[src/hdl/wdt_pkg.sv]
/*
  wdt_pkg: constants and types for the watchdog one-shot timer.
  assumes a single core clock domain at 100 MHz; the rc oscillator arrives as a pin.
*/
`default_nettype none
package wdt_pkg;
  // ------------------------------------------------------------
  // register map
  // ------------------------------------------------------------
  localparam logic [3:0] WDT_BANK_F      = 4'hF;   // expanded register bank
  localparam logic [3:0] WDT_MODE_ADDR   = 4'hF;   // location within the bank
  localparam logic [7:0] WDT_MODE_RESET  = 8'h0D;  // default mode after reset
  localparam logic [7:0] WDT_READ_VALUE  = 8'hFF;  // returned on a read of the slot
  localparam int         WDT_TAP_LSB     = 0;
  localparam int         WDT_HALT_BIT    = 2;
  localparam int         WDT_STOP_BIT    = 3;
  // ------------------------------------------------------------
  // timing
  // ------------------------------------------------------------
  localparam int         WDT_WINDOW_CYC  = 60;     // processor cycles of open window
  localparam logic [6:0] WDT_WINDOW_LAST = 7'(WDT_WINDOW_CYC - 1);
  localparam int         WDT_CNT_W       = 16;
  localparam logic [WDT_CNT_W-1:0] WDT_TAP0 = 16'h0100;
  localparam logic [WDT_CNT_W-1:0] WDT_TAP1 = 16'h0200;
  localparam logic [WDT_CNT_W-1:0] WDT_TAP2 = 16'h0400;
  localparam logic [WDT_CNT_W-1:0] WDT_TAP3 = 16'h1000;
  localparam int         WDT_POR_TICKS   = 16;     // rc ticks of power-on reset hold
  localparam logic [4:0] WDT_POR_LAST    = 5'(WDT_POR_TICKS);
  // ------------------------------------------------------------
  // types
  // ------------------------------------------------------------
  typedef struct packed {
    logic [3:0] rsvd;      // stored but unused
    logic       stop_run;
    logic       halt_run;
    logic [1:0] tap;
  } wdt_mode_t;
  typedef struct packed {
    logic       wr;
    logic       rd;
    logic [3:0] bank;
    logic [3:0] addr;
    logic [7:0] data;
  } wdt_reg_req_t;
  typedef enum logic [1:0] {
    WDT_IDLE = 2'b00,
    WDT_RUN  = 2'b01,
    WDT_FIRE = 2'b11
  } wdt_state_t;
endpackage
`default_nettype wire

[src/hdl/wdt_top.sv]
/*
  wdt_top: watchdog one-shot timer, mode register and power-on reset timing.
  assumes the core gives a one-cycle refresh pulse per refresh instruction and
  a one-cycle pulse per processor cycle; the rc oscillator is an asynchronous pin.
*/
`default_nettype none
module wdt_top
  import wdt_pkg::*;
(
  input  wire logic         core_clk_i,
  input  wire logic         rst_b_i,
  input  wire logic         rc_osc_i,
  input  wire logic         cpu_cycle_i,
  input  wire logic         refresh_i,
  input  wire logic         halt_i,
  input  wire logic         stop_i,
  input  wire logic         stop_recover_i,
  input  wire wdt_reg_req_t reg_req_i,
  output logic [7:0]        reg_rdata_o,
  output logic              reg_rvalid_o,
  output logic [2:0]        flag_zsv_o,
  output logic              flag_we_o,
  output logic              core_reset_o,
  output logic              por_done_o,
  output logic              wdt_running_o
);
  // ------------------------------------------------------------
  // rc oscillator synchroniser and tick
  // ------------------------------------------------------------
  logic [2:0] rc_sync_q, rc_sync_d;
  logic       rc_lvl_q, rc_lvl_d;
  logic       rc_tick;

  // three stages; a level change counts once the second and third agree
  always_comb begin
    rc_sync_d = {rc_sync_q[1:0], rc_osc_i};
    rc_lvl_d  = (rc_sync_q[1] == rc_sync_q[2]) ? rc_sync_q[2] : rc_lvl_q;
  end
  assign rc_tick = rc_lvl_d & ~rc_lvl_q;  // rising edge of filtered rc level

  always_ff @(posedge core_clk_i or negedge rst_b_i) begin
    if (!rst_b_i) begin
      rc_sync_q <= 3'h0;
      rc_lvl_q  <= 1'b0;
    end else begin
      rc_sync_q <= rc_sync_d;
      rc_lvl_q  <= rc_lvl_d;
    end
  end

  // ------------------------------------------------------------
  // power-on reset timing
  // ------------------------------------------------------------
  logic [4:0] por_cnt_q, por_cnt_d;
  logic       por_done_q, por_done_d;

  // core stays in reset until enough rc ticks pass after release
  always_comb begin
    por_cnt_d  = por_cnt_q;
    por_done_d = por_done_q;
    if (!por_done_q && rc_tick) begin
      por_cnt_d = por_cnt_q + 5'h01;
      if (por_cnt_d == WDT_POR_LAST) begin
        por_done_d = 1'b1;
      end
    end
  end

  always_ff @(posedge core_clk_i or negedge rst_b_i) begin
    if (!rst_b_i) begin
      por_cnt_q  <= 5'h00;
      por_done_q <= 1'b0;
    end else begin
      por_cnt_q  <= por_cnt_d;
      por_done_q <= por_done_d;
    end
  end

  // ------------------------------------------------------------
  // mode register and its write window
  // ------------------------------------------------------------
  wdt_mode_t  mode_q, mode_d;
  logic [6:0] win_cnt_q, win_cnt_d;
  logic       win_open_q, win_open_d;
  logic       mode_hit;
  logic       wdt_fire;

  // bank F, location 0Fh
  always_comb begin
    if (reg_req_i.bank == WDT_BANK_F && reg_req_i.addr == WDT_MODE_ADDR) begin
      mode_hit = 1'b1;
    end else begin
      mode_hit = 1'b0;
    end
  end

  // the window reopens after watchdog reset or stop recovery, not on mere refresh;
  // stop recovery keeps the stored mode while a watchdog reset restores defaults
  always_comb begin
    mode_d     = mode_q;
    win_cnt_d  = win_cnt_q;
    win_open_d = win_open_q;
    if (wdt_fire) begin
      mode_d     = wdt_mode_t'(WDT_MODE_RESET);
      win_cnt_d  = 7'h00;
      win_open_d = 1'b1;
    end else if (stop_recover_i) begin
      win_cnt_d  = 7'h00;                                          // mode kept
      win_open_d = 1'b1;
    end else begin
      if (win_open_q && por_done_q && reg_req_i.wr && mode_hit) begin
        mode_d = wdt_mode_t'(reg_req_i.data);
      end
      // counting starts with the first processor cycle after power-on timing is done
      if (win_open_q && por_done_q && cpu_cycle_i) begin
        win_cnt_d = win_cnt_q + 7'h01;
        if (win_cnt_q == WDT_WINDOW_LAST) begin
          win_open_d = 1'b0;                                       // locked until a watchdog reset or stop recovery
        end
      end
    end
  end

  always_ff @(posedge core_clk_i or negedge rst_b_i) begin
    if (!rst_b_i) begin
      mode_q     <= wdt_mode_t'(WDT_MODE_RESET);
      win_cnt_q  <= 7'h00;
      win_open_q <= 1'b1;
    end else begin
      mode_q     <= mode_d;
      win_cnt_q  <= win_cnt_d;
      win_open_q <= win_open_d;
    end
  end

  // ------------------------------------------------------------
  // watchdog counter
  // ------------------------------------------------------------
  wdt_state_t           st_q, st_d;
  logic [WDT_CNT_W-1:0] cnt_q, cnt_d;
  logic [WDT_CNT_W-1:0] tap_limit;
  logic                 count_en;

  // longer period for larger code; reserved bits never read here
  always_comb begin
    case (mode_q.tap)
      2'b00:   tap_limit = WDT_TAP0;
      2'b01:   tap_limit = WDT_TAP1;
      2'b10:   tap_limit = WDT_TAP2;
      default: tap_limit = WDT_TAP3;
    endcase
  end

  // low-power states suspend counting unless their activity bit is set
  assign count_en = rc_tick
                  & (~halt_i | mode_q.halt_run)
                  & (~stop_i | mode_q.stop_run);
  assign wdt_fire = (st_q == WDT_FIRE);

  always_comb begin
    st_d  = st_q;
    cnt_d = cnt_q;
    case (st_q)
      WDT_IDLE: begin
        if (refresh_i) begin
          st_d  = WDT_RUN;                                         // first refresh arms
          cnt_d = '0;
        end
      end
      WDT_RUN: begin
        if (refresh_i) begin
          cnt_d = '0;                                              // retrigger
        end else if (count_en) begin
          cnt_d = cnt_q + 16'h0001;
          if (cnt_d >= tap_limit) begin
            st_d = WDT_FIRE;                                       // terminal count
          end
        end
      end
      default: begin
        // one-cycle core reset; watchdog disarms until armed again
        st_d  = WDT_IDLE;
        cnt_d = '0;
      end
    endcase
  end

  always_ff @(posedge core_clk_i or negedge rst_b_i) begin
    if (!rst_b_i) begin
      st_q  <= WDT_IDLE;
      cnt_q <= '0;
    end else begin
      st_q  <= st_d;
      cnt_q <= cnt_d;
    end
  end

  // ------------------------------------------------------------
  // outputs
  // ------------------------------------------------------------
  logic [7:0] rdata_d;
  logic       rvalid_d;
  logic [2:0] flags_d;
  logic       flag_we_d;
  logic       core_rst_d;
  logic       running_d;

  // reads of the mode slot give a constant, never the stored mode
  always_comb begin
    rvalid_d   = reg_req_i.rd & mode_hit;
    rdata_d    = rvalid_d ? WDT_READ_VALUE : 8'h00;
    flag_we_d  = refresh_i;
    flags_d    = refresh_i ? 3'h0 : flag_zsv_o;                    // z,s,v cleared
    core_rst_d = (st_d == WDT_FIRE) | ~por_done_d;
    running_d  = (st_d == WDT_RUN);
  end

  always_ff @(posedge core_clk_i or negedge rst_b_i) begin
    if (!rst_b_i) begin
      reg_rdata_o   <= 8'h00;
      reg_rvalid_o  <= 1'b0;
      flag_zsv_o    <= 3'h0;
      flag_we_o     <= 1'b0;
      core_reset_o  <= 1'b1;
      por_done_o    <= 1'b0;
      wdt_running_o <= 1'b0;
    end else begin
      reg_rdata_o   <= rdata_d;
      reg_rvalid_o  <= rvalid_d;
      flag_zsv_o    <= flags_d;
      flag_we_o     <= flag_we_d;
      core_reset_o  <= core_rst_d;
      por_done_o    <= por_done_d;
      wdt_running_o <= running_d;
    end
  end
endmodule
`default_nettype wire

[config.mk]
export PLATFORM = sky130hd
export DESIGN_NAME = wdt_top
export DESIGN_NICKNAME = d
export VERILOG_FILES = /design/src/hdl/wdt_pkg.sv /design/src/hdl/wdt_top.sv
export SDC_FILE = /design/constraint.sdc
export NUM_CORES = 1
export LEC_CHECK = 0
export BUFFER_PORTS_ARGS = -buffer_cell sky130_fd_sc_hd__buf_2
export CORE_ASPECT_RATIO = 0.9
export CORE_MARGIN = 2
export CORE_UTILIZATION = 55
export DETAILED_ROUTE_END_ITERATION = 6
export PLACE_DENSITY_LB_ADDON = 0.2
export SYNTH_ARGS = -nofsm -noshare
export SYNTH_HDL_FRONTEND = slang
export SYNTH_SLANG_ARGS = --single-unit
[constraint.sdc]
create_clock -name core_clk_i -period 3.36 [get_ports core_clk_i]
set_clock_uncertainty 0.2 [all_clocks]
set_input_delay 0.672 -clock core_clk_i [delete_from_list [all_inputs] [get_ports core_clk_i]]
set_output_delay 0.672 -clock core_clk_i [all_outputs]
set_load 0.02 [all_outputs]
# After elaboration in Yosys (flattened, before gate mapping)
# Cells that the tools add are included.
dict set report classes {
  n_addsub 3
  n_lt_le_gt_ge 1
  n_eq_ne 14
  muxes 25
  bitwise_logic 11
  n_reduce_logical 15
}
# op count
set op_table {}
lappend op_table {{2-to-1 mux 16 bit} 3}
lappend op_table {{one-hot mux 13 bit (3 select lines)} 1}
lappend op_table {{one-hot mux 16 bit (2 select lines)} 1}
lappend op_table {{2-to-1 mux 7 bit} 3}
lappend op_table {{adder 16 x 1 -> 16 bit, second input constant} 1}
lappend op_table {{>= comparator 16 bit} 1}
lappend op_table {{2-to-1 mux 4 bit} 3}
lappend op_table {{== test 4 bit, second input constant} 2}
lappend op_table {{2-to-1 mux 1 bit} 8}
lappend op_table {{2-to-1 mux 2 bit} 4}
lappend op_table {{2-to-1 mux 8 bit} 1}
lappend op_table {{adder 7 x 1 -> 7 bit, second input constant} 1}
lappend op_table {{== test 7 x 6 -> 1 bit, second input constant} 1}
lappend op_table {{== test 2 x 1 -> 1 bit, second input constant} 3}
lappend op_table {{== test 2 bit, second input constant} 3}
lappend op_table {{logical AND 1 bit} 6}
lappend op_table {{AND reduction 2 bit} 3}
lappend op_table {{nonzero test 3 bit} 2}
lappend op_table {{adder 5 x 1 -> 5 bit, second input constant} 1}
lappend op_table {{== test 5 bit, second input constant} 1}
lappend op_table {{AND 1 bit} 4}
lappend op_table {{zero test 2 bit} 2}
lappend op_table {{NOT 1 bit} 4}
lappend op_table {{one-hot mux 2 bit (2 select lines)} 1}
lappend op_table {{7 further kinds} 9}
dict set report word_totals {
  ff_bits 52
  input_bits 26
  out_inout_bits 16
  word_cells 85
}

# Longest topological paths before layout
dict set report logic_depth {
  depth_word 10
  ltp_mapped 10
}

# Least setup slack after synthesis
# Ideal clock, no wire load.
dict set report synth_timing {
  path_kind {reg-to-reg}
  startpoint {reg cnt_q[0]}
  endpoint {reg st_q[1]}
  setup_time_ns 0.146
  arrival_ns 2.011
  t_required_ns 3.014
  slack_ns 1.003
  stages_incl_launch_ff 10
  synth_period_minus_slack_ns 2.357
  path_cell_list {dfrtp_1 > ha_1 > nand3_1 > nor3_1 > xor2_1 > ha_1 > nand4_1 > a21oi_1 > o311ai_1 > o21ai_0}
}
dict set report synth_between {
  elab_chain_len 6
}
# element line_no
set synth_rtl {}
lappend synth_rtl {{from (decl)} wdt_top.sv:140} ;# logic [WDT_CNT_W-1:0] cnt_q, cnt_d;
lappend synth_rtl {{from (signal assigned)} wdt_top.sv:194} ;# cnt_q <= cnt_d;
lappend synth_rtl {{adder 16 x 1 -> 16 bit} wdt_top.sv:174} ;# cnt_d = cnt_q + 16'h0001;
lappend synth_rtl {{>= comparator 16 bit} wdt_top.sv:175} ;# if (cnt_d >= tap_limit) begin
lappend synth_rtl {{2-to-1 mux 2 bit} wdt_top.sv:175}
lappend synth_rtl {{2-to-1 mux 2 bit} wdt_top.sv:173} ;# end else if (count_en) begin
lappend synth_rtl {{2-to-1 mux 2 bit} wdt_top.sv:171} ;# if (refresh_i) begin
lappend synth_rtl {{one-hot mux 2 bit (2 select lines)} wdt_top.sv:163} ;# case (st_q)
lappend synth_rtl {{named net st_d[1]} wdt_top.sv:139} ;# wdt_state_t st_q, st_d;
lappend synth_rtl {{to (signal assigned)} wdt_top.sv:193} ;# st_q <= st_d;
lappend synth_rtl {{to (decl)} wdt_top.sv:139}
# The timed path passes the listed nets, and every way through them passes these cells.
# A chain may end at the register's enable or synchronous reset.

# Worst setup path after layout
# Ends and elaborated chain as after synthesis.

==> results.cfg <==
[outcome]
outcome = finished, final reports clean

[layout]
nNetsFinal = 296
drive_gt1_share_pct = 22.4
final_cell_area_mm2 = 0.00262
final_cell_mix = dfrtp_1 (39), buf_2 (34), nor2_1 (30)
syn2layout_area_growth_pct = 9.86
final_common_cell = dfrtp_1
num_antenna_cells = 0

[logic_synthesis]
syn_avg_cell_area_um2 = 10.1
synth_cell_types = 46
syn_area_mm2 = 0.00238
synthFlopType = dfrtp_1
synth_fa_ha_area_share_pct = 4.62
muxShareOfSynthArea_pct = 2.99
ys_warn_count = 0
synth-xor-area-share_pct = 11.0
synth-edff-count = 0
synth_seq_area_share_pct = 46.4
async_flop_share_pct = 100
synth_compound_area_share_pct = 5.56
synth-simple-area-share_pct = 24.1
ys_ff_latch = 44
synth_top_family_by_area = simple AND/OR/NAND/NOR gates
synth_cells = 236

[cts]
clk_path_buf_depth = 2
cts_resized = 0
clk_pin_slew_worst_paths_ns = 0.09
holdBufCountCts = 0
htree_levels = 2
post_cts_buffers = 0
insertion_delay_ns = 0.29
clock_sinks = 44
numCtsBuffers = 5
cts_tree = done
cts_root_buffer = clkbuf_8

[setup_path]
r2r_setup_slack_ns = 0.61
critPathArrivalTime_ns = 2.70
crit_type = flop to flop
crit-reg2reg-capture = st_q[1]
critical_path.max_fanout = 4
r2r_cells = 9
cp-start-kind = flop
cp.required_ns = 3.32
end_kind = flop
timing.rr.start = cnt_q[0]

[drt]
firstDrtPassIters = 4
postRouteAntennaNets = 0
via_per_inst = 5.50
wl_per_cell_um = 14.5
drtIter0Drc = 135
num_vias = 1711
drc_errors = 0
wirelength_um = 4510

[timing]
fin_crit_sh_pct = 81.7
hold_ws_ns = 0.177
fmax_mhz = 364
rsz0062_at_grt = false
maxSlewHeadroom_pct = 36.8
final_max_slew_viol_count = 0
worst_slew_pin_slew_ns = 0.948
hold_viol = 0
finalSetupTns_ns = 0
layout_min_cycle_time_ns = 2.75
finalSetupViolations = 0

[global_routing]
overflow = 0
grt_start_max_net_pins = 45
grt_pass1_wl_um = 7800
antenna_found_initial = 0
grt_pass1_vias = 1705
grt.total_usage_pct = 21.0

[floorplan]
initial_core_util_pct = 57.8
core-area_mm2 = 0.00413
dieHeight_um = 66.5
die_w_um = 73.4
dieArea_mm2 = 0.00488
ioPinCount = 42
rows = 22

[hold_path]
min_path_cells = 0
hold_class = flop to flop
min_delay_worst_endpoint = rc_sync_q[1]
hold_start = rc_sync_q[0]

[place]
io_buffer_count = 34
dp_hpwl_um = 3230
gp_congestion = 0.794
postPlaceCellArea_mm2 = 0.00250

[power]
leakagePower_nw = 1.17
powerDensity_mw_per_mm2 = 439
peakVddDrop_mv = 0.308

[job]
cap_viol_max_count = 0
worst max-delay path, stage by stage, from the launching register on:
cell,delay [ns]
dfrtp_1,0.42
ha_1,0.20
nand3_1,0.10
nor3_1,0.44
xor2_1,0.24
ha_1,0.27
nand4_1,0.10
a21oi_1,0.05
o311ai_1,0.45
o21ai_0,0.15
cell type report:
class                      count  area [um2]
multi-input combinational    176        1160
tap                           48        60.1
sequential                    44        1110
fill                         354        1510
timing repair buffer          34         170
clock buffer                   5        68.8
inverter                       1        3.75
clock inverter                 3        46.3
state kept, by name (all words and copies together) (netlist names):
register       flops
reg_rdata_o        1
mode_q             4
core_reset_o       1
rc_sync_q          3
win_open_q         1
win_cnt_q          7
cnt_q             16
st_q               2
por_cnt_q          5
flag_we_o          1
rc_lvl_q           1
por_done_o         1
wdt_running_o      1
metrics by stage:
stage / setup WS, ns / utilization [%] / instances / power (mW)
4_1_cts: 0.613 / 63.5 / 311 / 1.16
3_5_place_dp: 0.628 / 60.7 / 303 / 0.744
2_1_floorplan: 1.00 / - / 238 / 0.696
6_report: 0.614 / 63.5 / 311 / 1.15
5_1_grt: 0.372 / 63.5 / 311 / 1.21
3_3_place_gp: 0.741 / 60.7 / 303 / 0.733
layer usage:
layer  GRT usage, %  routed length, um
met1           29.2               2150
met2           34.5               2140
met3           4.08                201
met4           4.09                 19
met5              0                  0
cell usage after synthesis, types with 5 or more instances:
cell      number  share of area [%]
a21oi_1        7                1.5
buf_4         11                3.5
dfrtp_1       39                 41
dfstp_2        5                5.5
ha_1           8                4.2
mux2i_1        6                2.5
nand2_1       21                3.3
nand2b_1       7                1.8
nand3_1       12                2.5
nand4_1        7                1.8
nor2_1        30                4.7
nor3_1         9                1.9
o21ai_0        5                1.0
xnor2_1       17                6.2
xor2_1        13                4.8
kinds of logic after synthesis:
| family | count (synthesis) |
|---|---|
| adder cells (fa/ha/maj) | 9 |
| other | 1 |
| flip-flops | 44 |
| XOR/XNOR | 30 |
| multiplexers | 7 |
| AO/OA/AOI/OAI | 20 |
| buffers and inverters | 18 |
| AND/OR/NAND/NOR | 107 |
power by group:
group / switching, mW / internal, mW / total (mW) / leakage, nW
registers: 0.0387 / 0.563 / 0.602 / 0.568
logic: 0.0696 / 0.0612 / 0.131 / 0.550
clock network: 0.193 / 0.224 / 0.417 / 0.0548
total: 0.301 / 0.849 / 1.15 / 1.17
worst max-delay path by stage:
stage,startpoint,to,slack [ns],depth (start not counted)
global placement,cnt_q[0],st_q[1],0.74,9
detailed placement,cnt_q[0],st_q[1],0.63,9
global route,cnt_q[0],st_q[1],0.37,9
floorplan,cnt_q[0],st_q[1],1.00,9
CTS,cnt_q[0],st_q[1],0.61,9
finish,cnt_q[0],st_q[1],0.61,9
Power figures use the tool's default switching activity.
